## config.mk

```make
export PLATFORM = sky130hd
export DESIGN_NAME = aef_framer
export DESIGN_NICKNAME = d
export VERILOG_FILES = /design/src/hw/aef_pkg.sv /design/src/hw/aef_framer.sv /design/src/hw/aef_beacon_avg.sv /design/src/hw/aef_frame_sel.sv
export SDC_FILE = /design/constraint.sdc
export NUM_CORES = 1
export LEC_CHECK = 0
export ABC_AREA = 1
export BUFFER_PORTS_ARGS = -buffer_cell sky130_fd_sc_hd__buf_4
export CORE_ASPECT_RATIO = 1.4
export CORE_MARGIN = 2
export CORE_UTILIZATION = 62
export CTS_CLUSTER_DIAMETER = 40
export CTS_CLUSTER_SIZE = 12
export DETAILED_ROUTE_END_ITERATION = 12
export PLACE_DENSITY = 0.89
export SYNTH_ARGS = -nofsm -noshare
export SYNTH_HDL_FRONTEND = slang
export SYNTH_SLANG_ARGS = --single-unit
export TNS_END_PERCENT = 20
```

## constraint.sdc

```tcl
create_clock -name clk_sys_in -period 4.8 [get_ports clk_sys_in]
set_clock_uncertainty 0.1 [all_clocks]
set_input_delay 1.2 -clock clk_sys_in [delete_from_list [all_inputs] [get_ports clk_sys_in]]
set_output_delay 1.2 -clock clk_sys_in [all_outputs]
set_load 0.005 [all_outputs]
```

## src/hw/aef_pkg.sv

```systemverilog
// Constants, codes and carrier types for the announce and event message framer
package aef_pkg;

   ////////////////////////////////////////////////////////////////////////////
   // Frame geometry
   localparam int         FRAME_BYTES = 20;
   localparam int         FRAME_W     = 8 * FRAME_BYTES;
   localparam int         IDX_W       = 5;
   localparam int         GPIO_W      = 6;

   ////////////////////////////////////////////////////////////////////////////
   // Fixed header bytes and lengths
   localparam logic [7:0] SOP         = 8'hFB;
   localparam logic [7:0] TYPE_ANN    = 8'h27;
   localparam logic [7:0] TYPE_EVENT  = 8'h28;
   localparam logic [7:0] LEN_SHORT   = 8'h02;
   localparam logic [7:0] LEN_JOIN    = 8'h06;
   localparam logic [7:0] LEN_EXIT    = 8'h03;
   localparam logic [7:0] LEN_HBEAT   = 8'h0C;
   localparam logic [7:0] LEN_EVENT   = 8'h12;
   localparam logic [7:0] NOT_ROUTER  = 8'hFF;
   localparam logic [7:0] PWR_INVALID = 8'h7F;
   localparam logic [7:0] PWR_TOP     = 8'h7E;

   ////////////////////////////////////////////////////////////////////////////
   // Byte offsets within a frame
   localparam logic [IDX_W-1:0] OFF_SOP     = 5'h00;
   localparam logic [IDX_W-1:0] OFF_LEN     = 5'h01;
   localparam logic [IDX_W-1:0] OFF_TYPE    = 5'h02;
   localparam logic [IDX_W-1:0] OFF_STAT    = 5'h03;
   localparam logic [IDX_W-1:0] OFF_NET     = 5'h04;
   localparam logic [IDX_W-1:0] OFF_HB_MAC  = 5'h04;
   localparam logic [IDX_W-1:0] OFF_HB_OWN  = 5'h0B;
   localparam logic [IDX_W-1:0] OFF_HB_BCN  = 5'h0C;
   localparam logic [IDX_W-1:0] OFF_EV_MAC  = 5'h03;
   localparam logic [IDX_W-1:0] OFF_EV_FLAG = 5'h0E;
   localparam logic [IDX_W-1:0] OFF_EV_DAC1 = 5'h12;

   ////////////////////////////////////////////////////////////////////////////
   // Reset values
   localparam logic [IDX_W-1:0] RST_IDX  = 5'h00;
   localparam logic [7:0]       RST_BYTE = 8'h00;

   ////////////////////////////////////////////////////////////////////////////
   // Message kinds and status codes
   typedef enum logic [2:0] {
      AEF_K_SHORT = 3'b000,
      AEF_K_JOIN  = 3'b001,
      AEF_K_EXIT  = 3'b010,
      AEF_K_HBEAT = 3'b011,
      AEF_K_EVENT = 3'b100
   } aef_kind_t;

   typedef enum logic [7:0] {
      AEF_ST_STARTUP  = 8'hA0,
      AEF_ST_FASTSYNC = 8'hA1,
      AEF_ST_JOINED   = 8'hA3,
      AEF_ST_EXITED   = 8'hA4,
      AEF_ST_HBEAT    = 8'hA8,
      AEF_ST_BAD_ARG  = 8'hE1,
      AEF_ST_RO_WRITE = 8'hE4,
      AEF_ST_BROWNOUT = 8'hEC,
      AEF_ST_WATCHDOG = 8'hED,
      AEF_ST_HW_FAIL  = 8'hEE
   } aef_stat_t;

   typedef enum logic [0:0] {
      AEF_IDLE = 1'b0,
      AEF_SEND = 1'b1
   } aef_state_t;

   ////////////////////////////////////////////////////////////////////////////
   // Carriers
   typedef struct packed {
      logic [2:0] adc_thr;
      logic       periodic;
      logic [3:0] gpio_trig;
   } aef_flags_t;

   typedef struct packed {
      aef_kind_t         kind;
      aef_stat_t         stat;
      logic [7:0]        net_id;
      logic [23:0]       peer_mac;
      logic [23:0]       own_mac;
      logic [7:0]        own_net;
      logic              is_router;
      logic [7:0]        parent_pwr;
      logic [7:0]        rssi;
      logic [GPIO_W-1:0] gpio_lvl;
      logic [11:0]       adc0;
      logic [11:0]       adc1;
      logic [11:0]       adc2;
      aef_flags_t        flags;
      logic [11:0]       dac0;
      logic [11:0]       dac1;
   } aef_req_t;

   // Twelve-bit reading as a little endian byte pair
   function automatic logic [15:0] aef_le12(input logic [11:0] v);
      aef_le12 = {4'h0, v};
   endfunction

endpackage

```

## src/hw/aef_framer.sv

```systemverilog
// Host-bound announce, heartbeat and sensor event message framer, top level
//
// Overview of operation
// - Frame opens 0xFB, then length of rest
// - Announcements carry type 0x27, status byte 3
// - Short announcement length 2; startup A0, sync A1
// - Short codes: bad argument E1, read-only E4
// - Short codes: brownout EC, watchdog ED, hardware EE
// - Join: length 6, A3, net, parent MAC
// - Exit: length 3, A4, exited net id
// - Heartbeat: length 0x0C, A8, own/parent MACs
// - Heartbeat parent net; own net or 0xFF
// - Beacon power averaged 1/16, 127 invalid
// - Heartbeat byte 0x0D parent received power
// - Sensor event report: length 0x12, type 0x28
// - Event byte 6 signed received power
// - Event byte 7 general input levels
// - Three 12-bit readings from 0x08, low first
// - Flag word bits 0-3 input triggers
// - Flag bit 4 periodic, 5-7 thresholds
// - Flag word upper byte always zero
// - Two 12-bit settings at 0x10, 0x12
`timescale 1ns/1ps
module aef_framer #(
   parameter int ALPHA_SHIFT = 4
) (
   input  wire logic                clk_sys_in,
   input  wire logic                rst_n_in,
   input  wire logic                req_valid_in,
   output logic                     req_ready_out,
   input  wire aef_pkg::aef_req_t   req_in,
   input  wire logic                bcn_valid_in,
   input  wire logic          [7:0] bcn_pwr_in,
   output logic                     tx_valid_out,
   input  wire logic                tx_ready_in,
   output logic               [7:0] tx_data_out,
   output logic                     tx_sof_out,
   output logic                     tx_eof_out
);

   // Only a shift of four gives the required smoothing factor
   if (ALPHA_SHIFT != 4) begin : g_bad_alpha
      $error("ALPHA_SHIFT must give a 0.0625 smoothing factor");
   end

   ////////////////////////////////////////////////////////////////////////////
   // State

   aef_pkg::aef_state_t             state;
   aef_pkg::aef_state_t             next_state;
   logic [aef_pkg::IDX_W-1:0]       idx;
   logic [aef_pkg::IDX_W-1:0]       next_idx;
   aef_pkg::aef_req_t               msg;
   aef_pkg::aef_req_t               next_msg;
   logic                      [7:0] bcn_lat;
   logic                      [7:0] next_bcn_lat;
   logic                      [7:0] next_tx_data;
   logic                            tx_last;
   logic                            next_tx_last;
   logic                      [7:0] bcn_avg;
   logic                      [7:0] sel_byte;
   logic                            sel_last;

   ////////////////////////////////////////////////////////////////////////////
   // Helpers

   aef_beacon_avg #(
      .ALPHA_SHIFT (ALPHA_SHIFT)
   ) u_bcn (
      .clk_sys_in   (clk_sys_in),
      .rst_n_in     (rst_n_in),
      .smp_valid_in (bcn_valid_in),
      .smp_pwr_in   (bcn_pwr_in),
      .avg_out      (bcn_avg)
   );

   // Looks ahead at the next offset so the byte register is ready on entry
   aef_frame_sel u_sel (
      .msg_in   (next_msg),
      .bcn_in   (next_bcn_lat),
      .idx_in   (next_idx),
      .byte_out (sel_byte),
      .last_out (sel_last)
   );

   ////////////////////////////////////////////////////////////////////////////
   // Sequencer

   always_comb begin
      next_state   = state;
      next_idx     = idx;
      next_msg     = msg;
      next_bcn_lat = bcn_lat;
      case (state)
         aef_pkg::AEF_IDLE: begin
            // Message and averaged power are frozen for the whole frame
            if (req_valid_in) begin
               next_state   = aef_pkg::AEF_SEND;
               next_idx     = aef_pkg::OFF_SOP;
               next_msg     = req_in;
               next_bcn_lat = bcn_avg;
            end
         end
         aef_pkg::AEF_SEND: begin
            if (tx_ready_in) begin
               if (tx_last) begin
                  next_state = aef_pkg::AEF_IDLE;
               end else begin
                  next_idx = idx + 5'h01;
               end
            end
         end
         default: begin
            next_state = aef_pkg::AEF_IDLE;
         end
      endcase
      next_tx_data = sel_byte;
      next_tx_last = sel_last;
   end

   always_ff @(posedge clk_sys_in or negedge rst_n_in) begin
      if (!rst_n_in) begin
         state       <= aef_pkg::AEF_IDLE;
         idx         <= aef_pkg::RST_IDX;
         msg         <= '0;
         bcn_lat     <= aef_pkg::PWR_INVALID;
         tx_data_out <= aef_pkg::RST_BYTE;
         tx_last     <= 1'b0;
      end else begin
         state       <= next_state;
         idx         <= next_idx;
         msg         <= next_msg;
         bcn_lat     <= next_bcn_lat;
         tx_data_out <= next_tx_data;
         tx_last     <= next_tx_last;
      end
   end

   // New request only taken between frames, so two never mix
   assign req_ready_out = (state == aef_pkg::AEF_IDLE);
   assign tx_valid_out  = (state == aef_pkg::AEF_SEND);
   assign tx_sof_out    = tx_valid_out && (idx == aef_pkg::OFF_SOP);
   assign tx_eof_out    = tx_valid_out && tx_last;

   ////////////////////////////////////////////////////////////////////////////
   // Checks

   logic                      beat;
   logic [aef_pkg::IDX_W-1:0] beat_cnt;
   logic                [7:0] len_seen;
   logic                      is_short;
   logic                      is_event;

   assign beat     = tx_valid_out && tx_ready_in;
   assign is_short = (msg.kind == aef_pkg::AEF_K_SHORT);
   assign is_event = (msg.kind == aef_pkg::AEF_K_EVENT);

   // Independent count of accepted bytes and the length byte that went out
   always_ff @(posedge clk_sys_in or negedge rst_n_in) begin
      if (!rst_n_in) begin
         beat_cnt <= aef_pkg::RST_IDX;
         len_seen <= aef_pkg::RST_BYTE;
      end else if (beat) begin
         beat_cnt <= tx_eof_out ? aef_pkg::RST_IDX : beat_cnt + 5'h01;
         if (idx == aef_pkg::OFF_LEN) begin
            len_seen <= tx_data_out;
         end
      end
   end
endmodule

```

## src/hw/aef_beacon_avg.sv

```systemverilog
// Running average of received beacon power with a shift-based smoothing filter
`timescale 1ns/1ps
module aef_beacon_avg #(
   parameter int ALPHA_SHIFT = 4
) (
   input  wire logic       clk_sys_in,
   input  wire logic       rst_n_in,
   input  wire logic       smp_valid_in,
   input  wire logic [7:0] smp_pwr_in,
   output logic      [7:0] avg_out
);

   localparam int ACC_W = 8 + ALPHA_SHIFT;

   // Wider shifts would need a wider accumulator than is worth keeping
   if (ALPHA_SHIFT < 1 || ALPHA_SHIFT > 8) begin : g_bad_shift
      $error("ALPHA_SHIFT out of range");
   end

   logic signed [ACC_W-1:0] acc;
   logic signed [ACC_W-1:0] next_acc;
   logic                    seen;
   logic                    next_seen;
   logic             [7:0]  next_avg;
   logic signed [ACC_W-1:0] smp_scaled;
   logic signed [ACC_W:0]   diff;

   ////////////////////////////////////////////////////////////////////////////
   // Invalid samples are skipped so they cannot drag the average up
   always_comb begin
      smp_scaled = {smp_pwr_in, {ALPHA_SHIFT{1'b0}}};
      diff       = {smp_scaled[ACC_W-1], smp_scaled} - {acc[ACC_W-1], acc};
      next_acc   = acc;
      next_seen  = seen;
      if (smp_valid_in && smp_pwr_in != aef_pkg::PWR_INVALID) begin
         next_seen = 1'b1;
         if (seen) begin
            next_acc = acc + ACC_W'(diff >>> ALPHA_SHIFT);
         end else begin
            next_acc = smp_scaled;
         end
      end
      next_avg = next_acc[ACC_W-1:ALPHA_SHIFT];
      if (!next_seen) begin
         next_avg = aef_pkg::PWR_INVALID;
      end else if (next_avg == aef_pkg::PWR_INVALID) begin
         next_avg = aef_pkg::PWR_TOP;
      end
   end

   always_ff @(posedge clk_sys_in or negedge rst_n_in) begin
      if (!rst_n_in) begin
         acc     <= '0;
         seen    <= 1'b0;
         avg_out <= aef_pkg::PWR_INVALID;
      end else begin
         acc     <= next_acc;
         seen    <= next_seen;
         avg_out <= next_avg;
      end
   end

endmodule

```

## src/hw/aef_frame_sel.sv

```systemverilog
// Lays out one message as a byte image and picks the byte at a given offset
`timescale 1ns/1ps
module aef_frame_sel (
   input  wire aef_pkg::aef_req_t                msg_in,
   input  wire logic             [7:0]           bcn_in,
   input  wire logic [aef_pkg::IDX_W-1:0]        idx_in,
   output logic                  [7:0]           byte_out,
   output logic                                  last_out
);

   logic [aef_pkg::FRAME_W-1:0] frame;
   logic [7:0]                  len;
   logic [7:0]                  own_net;

   // Image is built lowest offset in the lowest bits, so fields land little endian
   always_comb begin
      frame   = '0;
      len     = aef_pkg::LEN_SHORT;
      own_net = msg_in.is_router ? msg_in.own_net : aef_pkg::NOT_ROUTER;
      case (msg_in.kind)
         aef_pkg::AEF_K_JOIN: begin
            len          = aef_pkg::LEN_JOIN;
            frame[63:0]  = {msg_in.peer_mac, msg_in.net_id, aef_pkg::AEF_ST_JOINED,
                            aef_pkg::TYPE_ANN, len, aef_pkg::SOP};
         end
         aef_pkg::AEF_K_EXIT: begin
            len          = aef_pkg::LEN_EXIT;
            frame[39:0]  = {msg_in.net_id, aef_pkg::AEF_ST_EXITED,
                            aef_pkg::TYPE_ANN, len, aef_pkg::SOP};
         end
         aef_pkg::AEF_K_HBEAT: begin
            len          = aef_pkg::LEN_HBEAT;
            frame[111:0] = {msg_in.parent_pwr, bcn_in, own_net, msg_in.net_id,
                            msg_in.peer_mac, msg_in.own_mac, aef_pkg::AEF_ST_HBEAT,
                            aef_pkg::TYPE_ANN, len, aef_pkg::SOP};
         end
         aef_pkg::AEF_K_EVENT: begin
            len          = aef_pkg::LEN_EVENT;
            frame        = {aef_pkg::aef_le12(msg_in.dac1),
                            aef_pkg::aef_le12(msg_in.dac0),
                            8'h00, msg_in.flags,
                            aef_pkg::aef_le12(msg_in.adc2),
                            aef_pkg::aef_le12(msg_in.adc1),
                            aef_pkg::aef_le12(msg_in.adc0),
                            {(8 - aef_pkg::GPIO_W){1'b0}}, msg_in.gpio_lvl,
                            msg_in.rssi, msg_in.peer_mac,
                            aef_pkg::TYPE_EVENT, len, aef_pkg::SOP};
         end
         default: begin
            frame[31:0]  = {msg_in.stat, aef_pkg::TYPE_ANN,
                            len, aef_pkg::SOP};
         end
      endcase
      byte_out = frame[{idx_in, 3'b000} +: 8];
      last_out = ({3'b000, idx_in} == len + 8'h01);
   end

endmodule

```

Word-level counts from Yosys, hierarchy flattened. Index checks and enable logic that the tools add are counted.

Register bits: 210. Latch bits: 0. Bits in writable memories: 0. Memory bits (read-only): 0. Input port bits: 179. Output and inout port bits: 12. Word-level logic and storage cells: 69. Memories: 0.

Add/sub/neg operators: 4. Multipliers: 0. Div/mod/pow operators: 0. $lt $le $gt $ge: 0. Equal/unequal tests: 7. Shift operators: 1. Mux-type cells: 24. Bitwise logic cells: 1. Reductions and logical operators: 5.

Operator list (number): 166-bit 2-to-1 mux (2); 160-bit by 9-bit variable part select with 8-bit output (1); 32-bit case mux with 4 select lines (1); 48-bit case mux with 2 select lines (1); 24-bit case mux with 3 select lines (1); 44-bit 2-to-1 mux (1); 8-bit 2-to-1 mux (5); 12-bit 2-to-1 mux (2); 8-bit case mux with 3 select lines (1); 5-bit case mux with 4 select lines (1); 5-bit 2-to-1 mux (3); 12-bit by 12-bit subtractor with 13-bit output (1); 12-bit by 9-bit adder with 12-bit output (1); 5-bit case mux with 2 select lines (1); 5-bit by 8-bit equality test with 1-bit output (1); 8-bit by 7-bit equality test with 1-bit output, second input constant (1); 8-bit by 7-bit != test with 1-bit output, second input constant (1); 5-bit by 1-bit adder with 6-bit output, second input constant (1); 3-bit by 2-bit equality test with 1-bit output, second input constant (2); 5-bit by 1-bit adder with 5-bit output, second input constant (1); 5-bit zero test (1); 1-bit 2-to-1 mux (4); 3-bit by 1-bit equality test with 1-bit output, second input constant (1); 3-bit equality test, second input constant (1); 4 further kinds (6).

Logic depth before layout (Yosys ltp). Gate-level depths: netlist of run 1.

Word-level depth: 7. Mapped depth: 27.

Modules after synthesis. Synthesis of run 1 repeated with hierarchy kept, for this count alone.

Cells, all modules: 1692. Area total of the unflattened synthesis: 11952.7 µm².

By module, submodules not included: aef_framer (instances 1, cells each 798, area an instance 7183.1 µm², seq. area each 4738.3 µm²); aef_frame_sel (instances 1, cells each 610, area an instance 2738.9 µm², seq. area each 0.0 µm²); aef_beacon_avg (instances 1, cells each 284, area an instance 2030.7 µm², seq. area each 534.3 µm²).

Least setup slack after synthesis of run 1. Ideal clock, no wire load.

Kind: input-to-reg. Start point: input bcn_pwr_in[1]. End point: register u_bcn.avg_out[0]. Arrival time: 3.726 ns. Path slack: 0.895 ns. Cell stages on the path: 26. Path buffers: 0. Cells stage by stage: ha_1 -> nand2_1 -> nand2_1 -> nand2_1 -> nand2_1 -> a21oi_1 -> o21bai_1 -> nand2_1 -> nand2_1 -> a21oi_1 -> xor2_1 -> ha_1 -> nand2_1 -> inv_1 -> a21oi_1 -> nand2_1 -> nand2_1 -> nand3_1 -> nand2_1 -> nand2_1 -> nor2_1 -> nand3_1 -> nor2_1 -> nand3_1 -> nand2_1 -> nand2_1.

Longest elaborated chain between the ends: 7. Elaborated cells between the ends (all ways): 10. Classes of those cells: add/sub (2); eq/ne (2); mux (5); reduce/logical (1).

Ends and longest elaborated chain: from (decl) (RTL line aef_framer.sv:33) `input wire logic [7:0] bcn_pwr_in,`; 12-bit by 12-bit subtractor with 13-bit output (RTL line aef_beacon_avg.sv:32) `diff = {smp_scaled[ACC_W-1], smp_scaled} - {acc[ACC_W-1], acc};`; 12-bit by 9-bit adder with 12-bit output (RTL line aef_beacon_avg.sv:38) `next_acc = acc + ACC_W'(diff >>> ALPHA_SHIFT);`; 12-bit 2-to-1 mux (RTL line aef_beacon_avg.sv:37) `if (seen) begin`; 12-bit 2-to-1 mux (RTL line aef_beacon_avg.sv:35) `if (smp_valid_in && smp_pwr_in != aef_pkg::PWR_INVALID) begin`; 8-bit by 7-bit equality test with 1-bit output (RTL line aef_beacon_avg.sv:46) `end else if (next_avg == aef_pkg::PWR_INVALID) begin`; 8-bit 2-to-1 mux (RTL line aef_beacon_avg.sv:46); 8-bit 2-to-1 mux * (RTL line aef_beacon_avg.sv:44) `if (!next_seen) begin`; via u_bcn.next_avg[0] (RTL line aef_beacon_avg.sv:24) `logic [7:0] next_avg;`; to (signal assigned) (RTL line aef_beacon_avg.sv:55) `avg_out <= aef_pkg::PWR_INVALID;`; to (signal assigned) (RTL line aef_beacon_avg.sv:59) `avg_out <= next_avg;`; to (decl) (RTL line aef_beacon_avg.sv:10) `output logic [7:0] avg_out`.

Mark *: on every way through the listed nets, which the timed path passes. The rest lies on a longest branch. A chain may end at the register's enable or synchronous reset.

Worst setup path in the final report of run 1.
Start point: input bcn_pwr_in[0]. End point: register u_bcn.avg_out[0].

The elaborated chain is that of the path after synthesis.

==> impl_metrics.json, run 1 <==
{
  "status": "finished clean",
  "post_cts_buffers": 0,
  "max_slew_margin_pct": 31.07,
  "finalHoldViolations": 0,
  "final-setup-viol-count": 0,
  "multiInputGateArea_sq_um": 5552,
  "antenna_found_initial": 0,
  "cp.arrival_ns": 4.27,
  "power.density_nw_per_um2": 742.3,
  "ff_latch_area_sq_um": 5273,
  "die_w_um": 120.1,
  "crit_required_ns": 5.14,
  "port_buffers": 190,
  "rsz0062_at_grt": "false",
  "endpoint_kind": "flip-flop",
  "synthCells": 1604,
  "synth_seq_area_share_pct": 45.04,
  "root_buffer": "clkbuf_16",
  "detail-route-antenna-nets": 0,
  "synth_top_area_share_pct": 41.90,
  "ys_ff_latch": 210,
  "cts-resized-gates": 0,
  "routabilityCongestion": 0.9735,
  "synth.area.top_cells": "dfrtp_1, nand2_1, nand3_1",
  "synth_cell_type_count": 43,
  "htreeDepth": 1,
  "overflow": 0,
  "fp.coreArea_sq_um": 18530,
  "path_class": "input port to flip-flop",
  "finalHoldWorstSlack_ns": 0.3641,
  "synth_edf_count": 0,
  "ctsHoldBuffers": 0,
  "diodes": 0,
  "hold_class": "flip-flop to flip-flop",
  "leakagePower_nw": 7.630,
  "ys_warn_count": 0,
  "area_growth_pct": 19.63,
  "die_area_sq_um": 20010,
  "fin_util_pct": 75.58,
  "cts_buffers": 24,
  "hold_depth": 2,
  "clk_pin_slew_worst_paths_ns": 0.06,
  "initial_utilization_pct": 63.18,
  "async_flop_share_pct": 100.0,
  "report.final.slew_viol_count": 0,
  "grt_max_degree": 117,
  "drt_wl_total_um": 36800,
  "rr_worst_depth": 25,
  "io_pins": 191,
  "placed_cell_area_sq_um": 13250,
  "critPathMaxFanout": 4,
  "drtPass1Iterations": 5,
  "netlist.top_cell.by_area": "dfrtp_1",
  "setup_tns_ns": 0,
  "hpwl_um": 26650,
  "nNetsFinal": 1981,
  "cts_tree": "built",
  "grt_pass1_wl_um": 58290,
  "drv_cap": 0,
  "period_needed_ns": 3.939,
  "grt_pass1_vias": 11530,
  "clock_path_buffers": 3,
  "fmaxAchievable_ghz": 0.2539,
  "die_h_um": 166.6,
  "fin_area_sq_um": 14000,
  "fillers": 1395,
  "drc": 0,
  "synth_area_sq_um": 11710,
  "layout-drive-gt1-share_pct": 18.90,
  "cts_num_sinks": 210,
  "track_usage_pct": 37.16,
  "viasPerCell": 5.619,
  "vias": 11450,
  "avgRoutedWirePerCell_um": 18.06,
  "worst_pin_slew_ns": 1.034,
  "syn_area_per_cell_sq_um": 7.298,
  "rows": 59,
  "irDropWorstVdd_uv": 458.4,
  "fin_crit_sh_pct": 82.06,
  "yosys_most_used_dff": "dfrtp_1",
  "syn_nets": 1809,
  "first_iter_violations": 1176,
  "crit_path_start_kind": "input port",
  "clock_latency_ns": 0.52
}
[metal layers]
layer,global-route usage (%),vias up,wire [um]
met5,0,-,0
met3,5.137,150,2638
met1,44.83,5299,13650
met4,23.43,0,2566
met2,62.30,627,17940
li1,-,5376,-
[worst paths after layout]
kind,start,end,slack [ns]
min in group asynchronous,rst_n_in,msg[60]$_DFF_PN0_,0.71
worst max register to register,u_bcn.acc[5]$_DFF_PN0_,u_bcn.avg_out[0]$_DFF_PN1_,1.18
worst min register to register,u_bcn.avg_out[6]$_DFF_PN1_,bcn_lat[6]$_DFF_PN1_,0.36
max in group asynchronous,rst_n_in,msg[116]$_DFF_PN0_,2.84
worst max-delay path,bcn_pwr_in[0],u_bcn.avg_out[0]$_DFF_PN1_,0.86
worst min-delay path,u_bcn.avg_out[6]$_DFF_PN1_,bcn_lat[6]$_DFF_PN1_,0.36
[cell usage after synthesis (13+ instances only)]
cell	n
buf_2	28
dfstp_2	14
o21ai_0	67
buf_4	13
o21ai_1	19
inv_1	128
a21oi_1	44
dfrtp_1	196
or2_2	42
nand2_1	739
clkbuf_1	19
nor2_1	54
ha_1	25
mux2i_1	13
nand4_1	19
nand3_1	101
[cell families after synthesis]
group           after synthesis  share of synthesized area [%]
simple gates                983                          35.19
buf+inv                     205                          7.631
fa+ha+maj                    26                          2.843
compound gates              152                          7.065
mux                          13                          1.112
xor+xnor                     15                          1.122
flops                       210                          45.04
[cell usage in the layout, fill, tap and decap left out, types with 5 or more instances in the layout]
| cell | n |
|---|---|
| nand2_1 | 738 |
| buf_4 | 211 |
| dfrtp_1 | 196 |
| inv_1 | 128 |
| nand3_1 | 101 |
| o21ai_0 | 66 |
| nor2_1 | 54 |
| a21oi_1 | 44 |
| or2_2 | 42 |
| ha_1 | 25 |
| clkbuf_16 | 24 |
| o21ai_1 | 19 |
| nand4_1 | 19 |
| dfstp_2 | 14 |
| mux2i_1 | 13 |
| xor2_1 | 10 |
| clkbuf_1 | 10 |
| nor2_4 | 9 |
| inv_2 | 8 |
| xnor2_1 | 5 |
| clkbuf_8 | 5 |
[final cells by class]
type / count / share of cell area, %
clock buffer: 38 / 4.950
clock inverter: 6 / 0.4288
inverter: 139 / 3.743
multi-input combinational: 1189 / 39.64
sequential: 210 / 37.65
tap: 244 / 2.180
timing repair buffer: 212 / 11.41
[sequential cells by signal (all words and copies together), names as in the netlist]
register and flops:
msg 166, u_bcn.acc 12, bcn_lat 8, tx_data_out 8
u_bcn.avg_out 8, idx 5, tx_last 1, tx_valid_out 1
u_bcn.seen 1
[critical path, stage by stage]
cell	delay, ns
buf_4	0.12
ha_1	0.34
nand2_1	0.07
nor2_1	0.18
a21oi_1	0.12
o21bai_1	0.22
nand2_1	0.07
nand2_1	0.09
xnor2_1	0.12
inv_1	0.08
ha_1	0.29
nand2_1	0.09
inv_1	0.05
a21oi_1	0.19
nand2_1	0.09
nand2_1	0.13
nand2_1	0.08
nand2_1	0.07
nand3_1	0.07
nand2_1	0.08
o21ai_0	0.13
nor2_1	0.18
nand3_1	0.09
nand2_1	0.06
nand2_1	0.05
[through the flow]
| stage | instances | total power, mW | setup slack, ns |
|---|---|---|---|
| floorplan | 1604 | 6.853 | 0.8946 |
| global placement | 1994 | 8.364 | 0.4526 |
| detailed placement | 1994 | 8.499 | 0.3618 |
| CTS | 2038 | 10.28 | 0.8505 |
| global route | 2038 | 11.18 | 0.4279 |
| finish | 2038 | 10.40 | 0.8611 |
[where the power goes]
part | switching, mW | leakage [nW] | internal (mW)
sequential | 0.302 | 2.53 | 2.70
clock | 0.729 | 0.363 | 1.00
combinational | 3.78 | 4.74 | 1.89
total | 4.81 | 7.63 | 5.59
No activity file was read; power rests on OpenSTA's default activity.
==> run 2: changes to the inputs <==
--- a/config.mk
+++ b/config.mk
@@ -9,11 +9,11 @@
 export BUFFER_PORTS_ARGS = -buffer_cell sky130_fd_sc_hd__buf_4
 export CORE_ASPECT_RATIO = 1.4
 export CORE_MARGIN = 2
-export CORE_UTILIZATION = 62
+export CORE_UTILIZATION = 57
 export CTS_CLUSTER_DIAMETER = 40
 export CTS_CLUSTER_SIZE = 12
 export DETAILED_ROUTE_END_ITERATION = 12
-export PLACE_DENSITY = 0.89
+export PLACE_DENSITY = 0.83
 export SYNTH_ARGS = -nofsm -noshare
 export SYNTH_HDL_FRONTEND = slang
 export SYNTH_SLANG_ARGS = --single-unit
==> constraint.sdc (replaced) <==
create_clock -name clk_sys_in -period 3.9 [get_ports clk_sys_in]
set_clock_uncertainty 0.1 [all_clocks]
set_input_delay 0.975 -clock clk_sys_in [delete_from_list [all_inputs] [get_ports clk_sys_in]]
set_output_delay 0.975 -clock clk_sys_in [all_outputs]
set_load 0.005 [all_outputs]
==> impl_metrics.json, run 2 (synthesis results as in run 1) <==
{
  "finalHoldViolations": 0,
  "cts_buffers": 24,
  "ff_latch_area_sq_um": 5273,
  "worst_pin_slew_ns": 0.8434,
  "io_pins": 191,
  "antenna_found_initial": 0,
  "clk_pin_slew_worst_paths_ns": 0.06,
  "drtPass1Iterations": 5,
  "nNetsFinal": 1999,
  "multiInputGateArea_sq_um": 5555,
  "layout-drive-gt1-share_pct": 19.70,
  "grt_pass1_wl_um": 57660,
  "power_mw": 12.99,
  "power.density_nw_per_um2": 916.0,
  "irDropWorstVdd_uv": 538.2,
  "path_class": "input port to flip-flop",
  "crit_required_ns": 4.24,
  "avgRoutedWirePerCell_um": 17.58,
  "vias": 11300,
  "cts_num_sinks": 210,
  "final_cell_mix": "nand2_1, buf_4, dfrtp_1, inv_1, nand3_1",
  "routabilityCongestion": 1.005,
  "largestRegisters": "msg x166, u_bcn.acc x12",
  "overflow": 0,
  "cp.arrival_ns": 3.93,
  "die_h_um": 173.6,
  "final-setup-viol-count": 0,
  "hold_class": "flip-flop to flip-flop",
  "fin_ws_ns": 0.3059,
  "fin_area_sq_um": 14180,
  "track_usage_pct": 33.29,
  "setup_tns_ns": 0,
  "critPathMaxFanout": 4,
  "regMostFlops": "msg",
  "cts_tree": "built",
  "fp.coreArea_sq_um": 20320,
  "fillers": 1729,
  "grt_pass1_vias": 11180,
  "endpoint_kind": "flip-flop",
  "max_slew_margin_pct": 43.77,
  "fmaxAchievable_ghz": 0.2782,
  "clock_latency_ns": 0.52,
  "grt_max_degree": 103,
  "die_area_sq_um": 21720,
  "finalNonFillerCells": 2068,
  "htreeDepth": 1,
  "diodes": 0,
  "clock_path_buffers": 3,
  "detail-route-antenna-nets": 0,
  "leakagePower_nw": 7.728,
  "port_buffers": 190,
  "drc": 0,
  "hpwl_um": 26910,
  "rows": 62,
  "rsz0062_at_grt": "false",
  "drt_wl_total_um": 36360,
  "initial_utilization_pct": 57.60,
  "pre_cts_slack_ns": -0.3029,
  "period_needed_ns": 3.594,
  "placed_cell_area_sq_um": 13420,
  "drv_cap": 0,
  "ctsHoldBuffers": 0,
  "die_w_um": 125.1,
  "viasPerCell": 5.464,
  "report.final.slew_viol_count": 0,
  "final_common_cell": "nand2_1",
  "post_cts_buffers": 0,
  "area_growth_pct": 21.11,
  "crit_path_start_kind": "input port",
  "root_buffer": "clkbuf_16",
  "status": "finished clean",
  "first_iter_violations": 1019,
  "place_inst": 2024,
  "fin_crit_sh_pct": 92.16,
  "largest_reg_flops": 166
}
[run 2: cell count changes in the layout (fill, tap and decap cells not counted), sizes merged]
cell | before | now
buf | 211 | 229
bufinv | 0 | 1
clkbuf | 39 | 37
clkinv | 5 | 6
[run 2: path summary, 6_finish.rpt]
| check | endpoint | start | depth (start not counted) | slack (ns) |
|---|---|---|---|---|
| setup / recovery | u_bcn.avg_out[0]$_DFF_PN1_ | bcn_pwr_in[1] | 27 | 0.31 |
| hold / removal | msg[7]$_DFF_PN0_ | msg[7]$_DFF_PN0_ | 2 | 0.38 |
| setup reg to reg | u_bcn.avg_out[0]$_DFF_PN1_ | u_bcn.acc[5]$_DFF_PN0_ | 27 | 0.40 |
| hold reg to reg | msg[7]$_DFF_PN0_ | msg[7]$_DFF_PN0_ | 2 | 0.38 |
| max in group asynchronous | msg[27]$_DFF_PN0_ | rst_n_in | 2 | 2.45 |
| min in group asynchronous | msg[131]$_DFF_PN0_ | rst_n_in | 1 | 0.44 |
[run 2: area by class of cell]
| type | count | area share, % |
|---|---|---|
| Inverter | 139 | 3.698 |
| Multi-Input combinational cell | 1189 | 39.18 |
| Clock buffer | 36 | 4.704 |
| Tap cell | 256 | 2.259 |
| Clock inverter | 8 | 0.5648 |
| Sequential cell | 210 | 37.19 |
| Timing Repair Buffer | 230 | 12.40 |
[run 2: power by group]
| group | switching [mW] | internal, mW | leakage, nW |
|---|---|---|---|
| Combinational | 4.65 | 2.50 | 4.84 |
| Clock | 0.895 | 1.26 | 0.363 |
| Sequential | 0.367 | 3.32 | 2.53 |
| Total | 5.91 | 7.08 | 7.73 |
[run 2: through the flow]
step | util, % | hold slack [ns]
after floorplan | - | 0.3400
after global routing | 69.76 | 0.3920
after CTS | 69.72 | 0.3763
after detailed placement | 66.04 | 0.3620
after global placement | 66.04 | 0.3569
final | 69.76 | 0.3760
[run 2: per-layer routing]
metal	GRT usage, %	vias to the layer above	routed length [um]
met4	16.85	0	2081
met3	5.123	125	2685
met5	0	-	0
met2	57.97	531	18370
met1	39.97	5244	13220
li1	-	5399	-
[run 2: timing repair]
action	CTS	global route
resized for setup	0	2
hold endpoints to repair	0	0
endpoints found under the setup margin	0	1
[run 2: worst max-delay path, stage by stage]
cell and delay (ns):
buf_4 0.12, ha_1 0.35, nand2_1 0.08, nand2_1 0.06, nand2_1 0.06, nand2_1 0.07
a21oi_2 0.18, o21bai_2 0.09, nand2_1 0.06, nand2_1 0.07, a21oi_1 0.16, xor2_1 0.17
ha_1 0.29, nand2_1 0.13, inv_1 0.05, a21oi_1 0.17, nand2_1 0.08, nand2_1 0.05
nand3_1 0.06, nand2_1 0.08, nand2_1 0.07, nor2_1 0.10, nand3_1 0.08, nor2_1 0.10
nand3_1 0.09, nand2_1 0.07, nand2_1 0.05
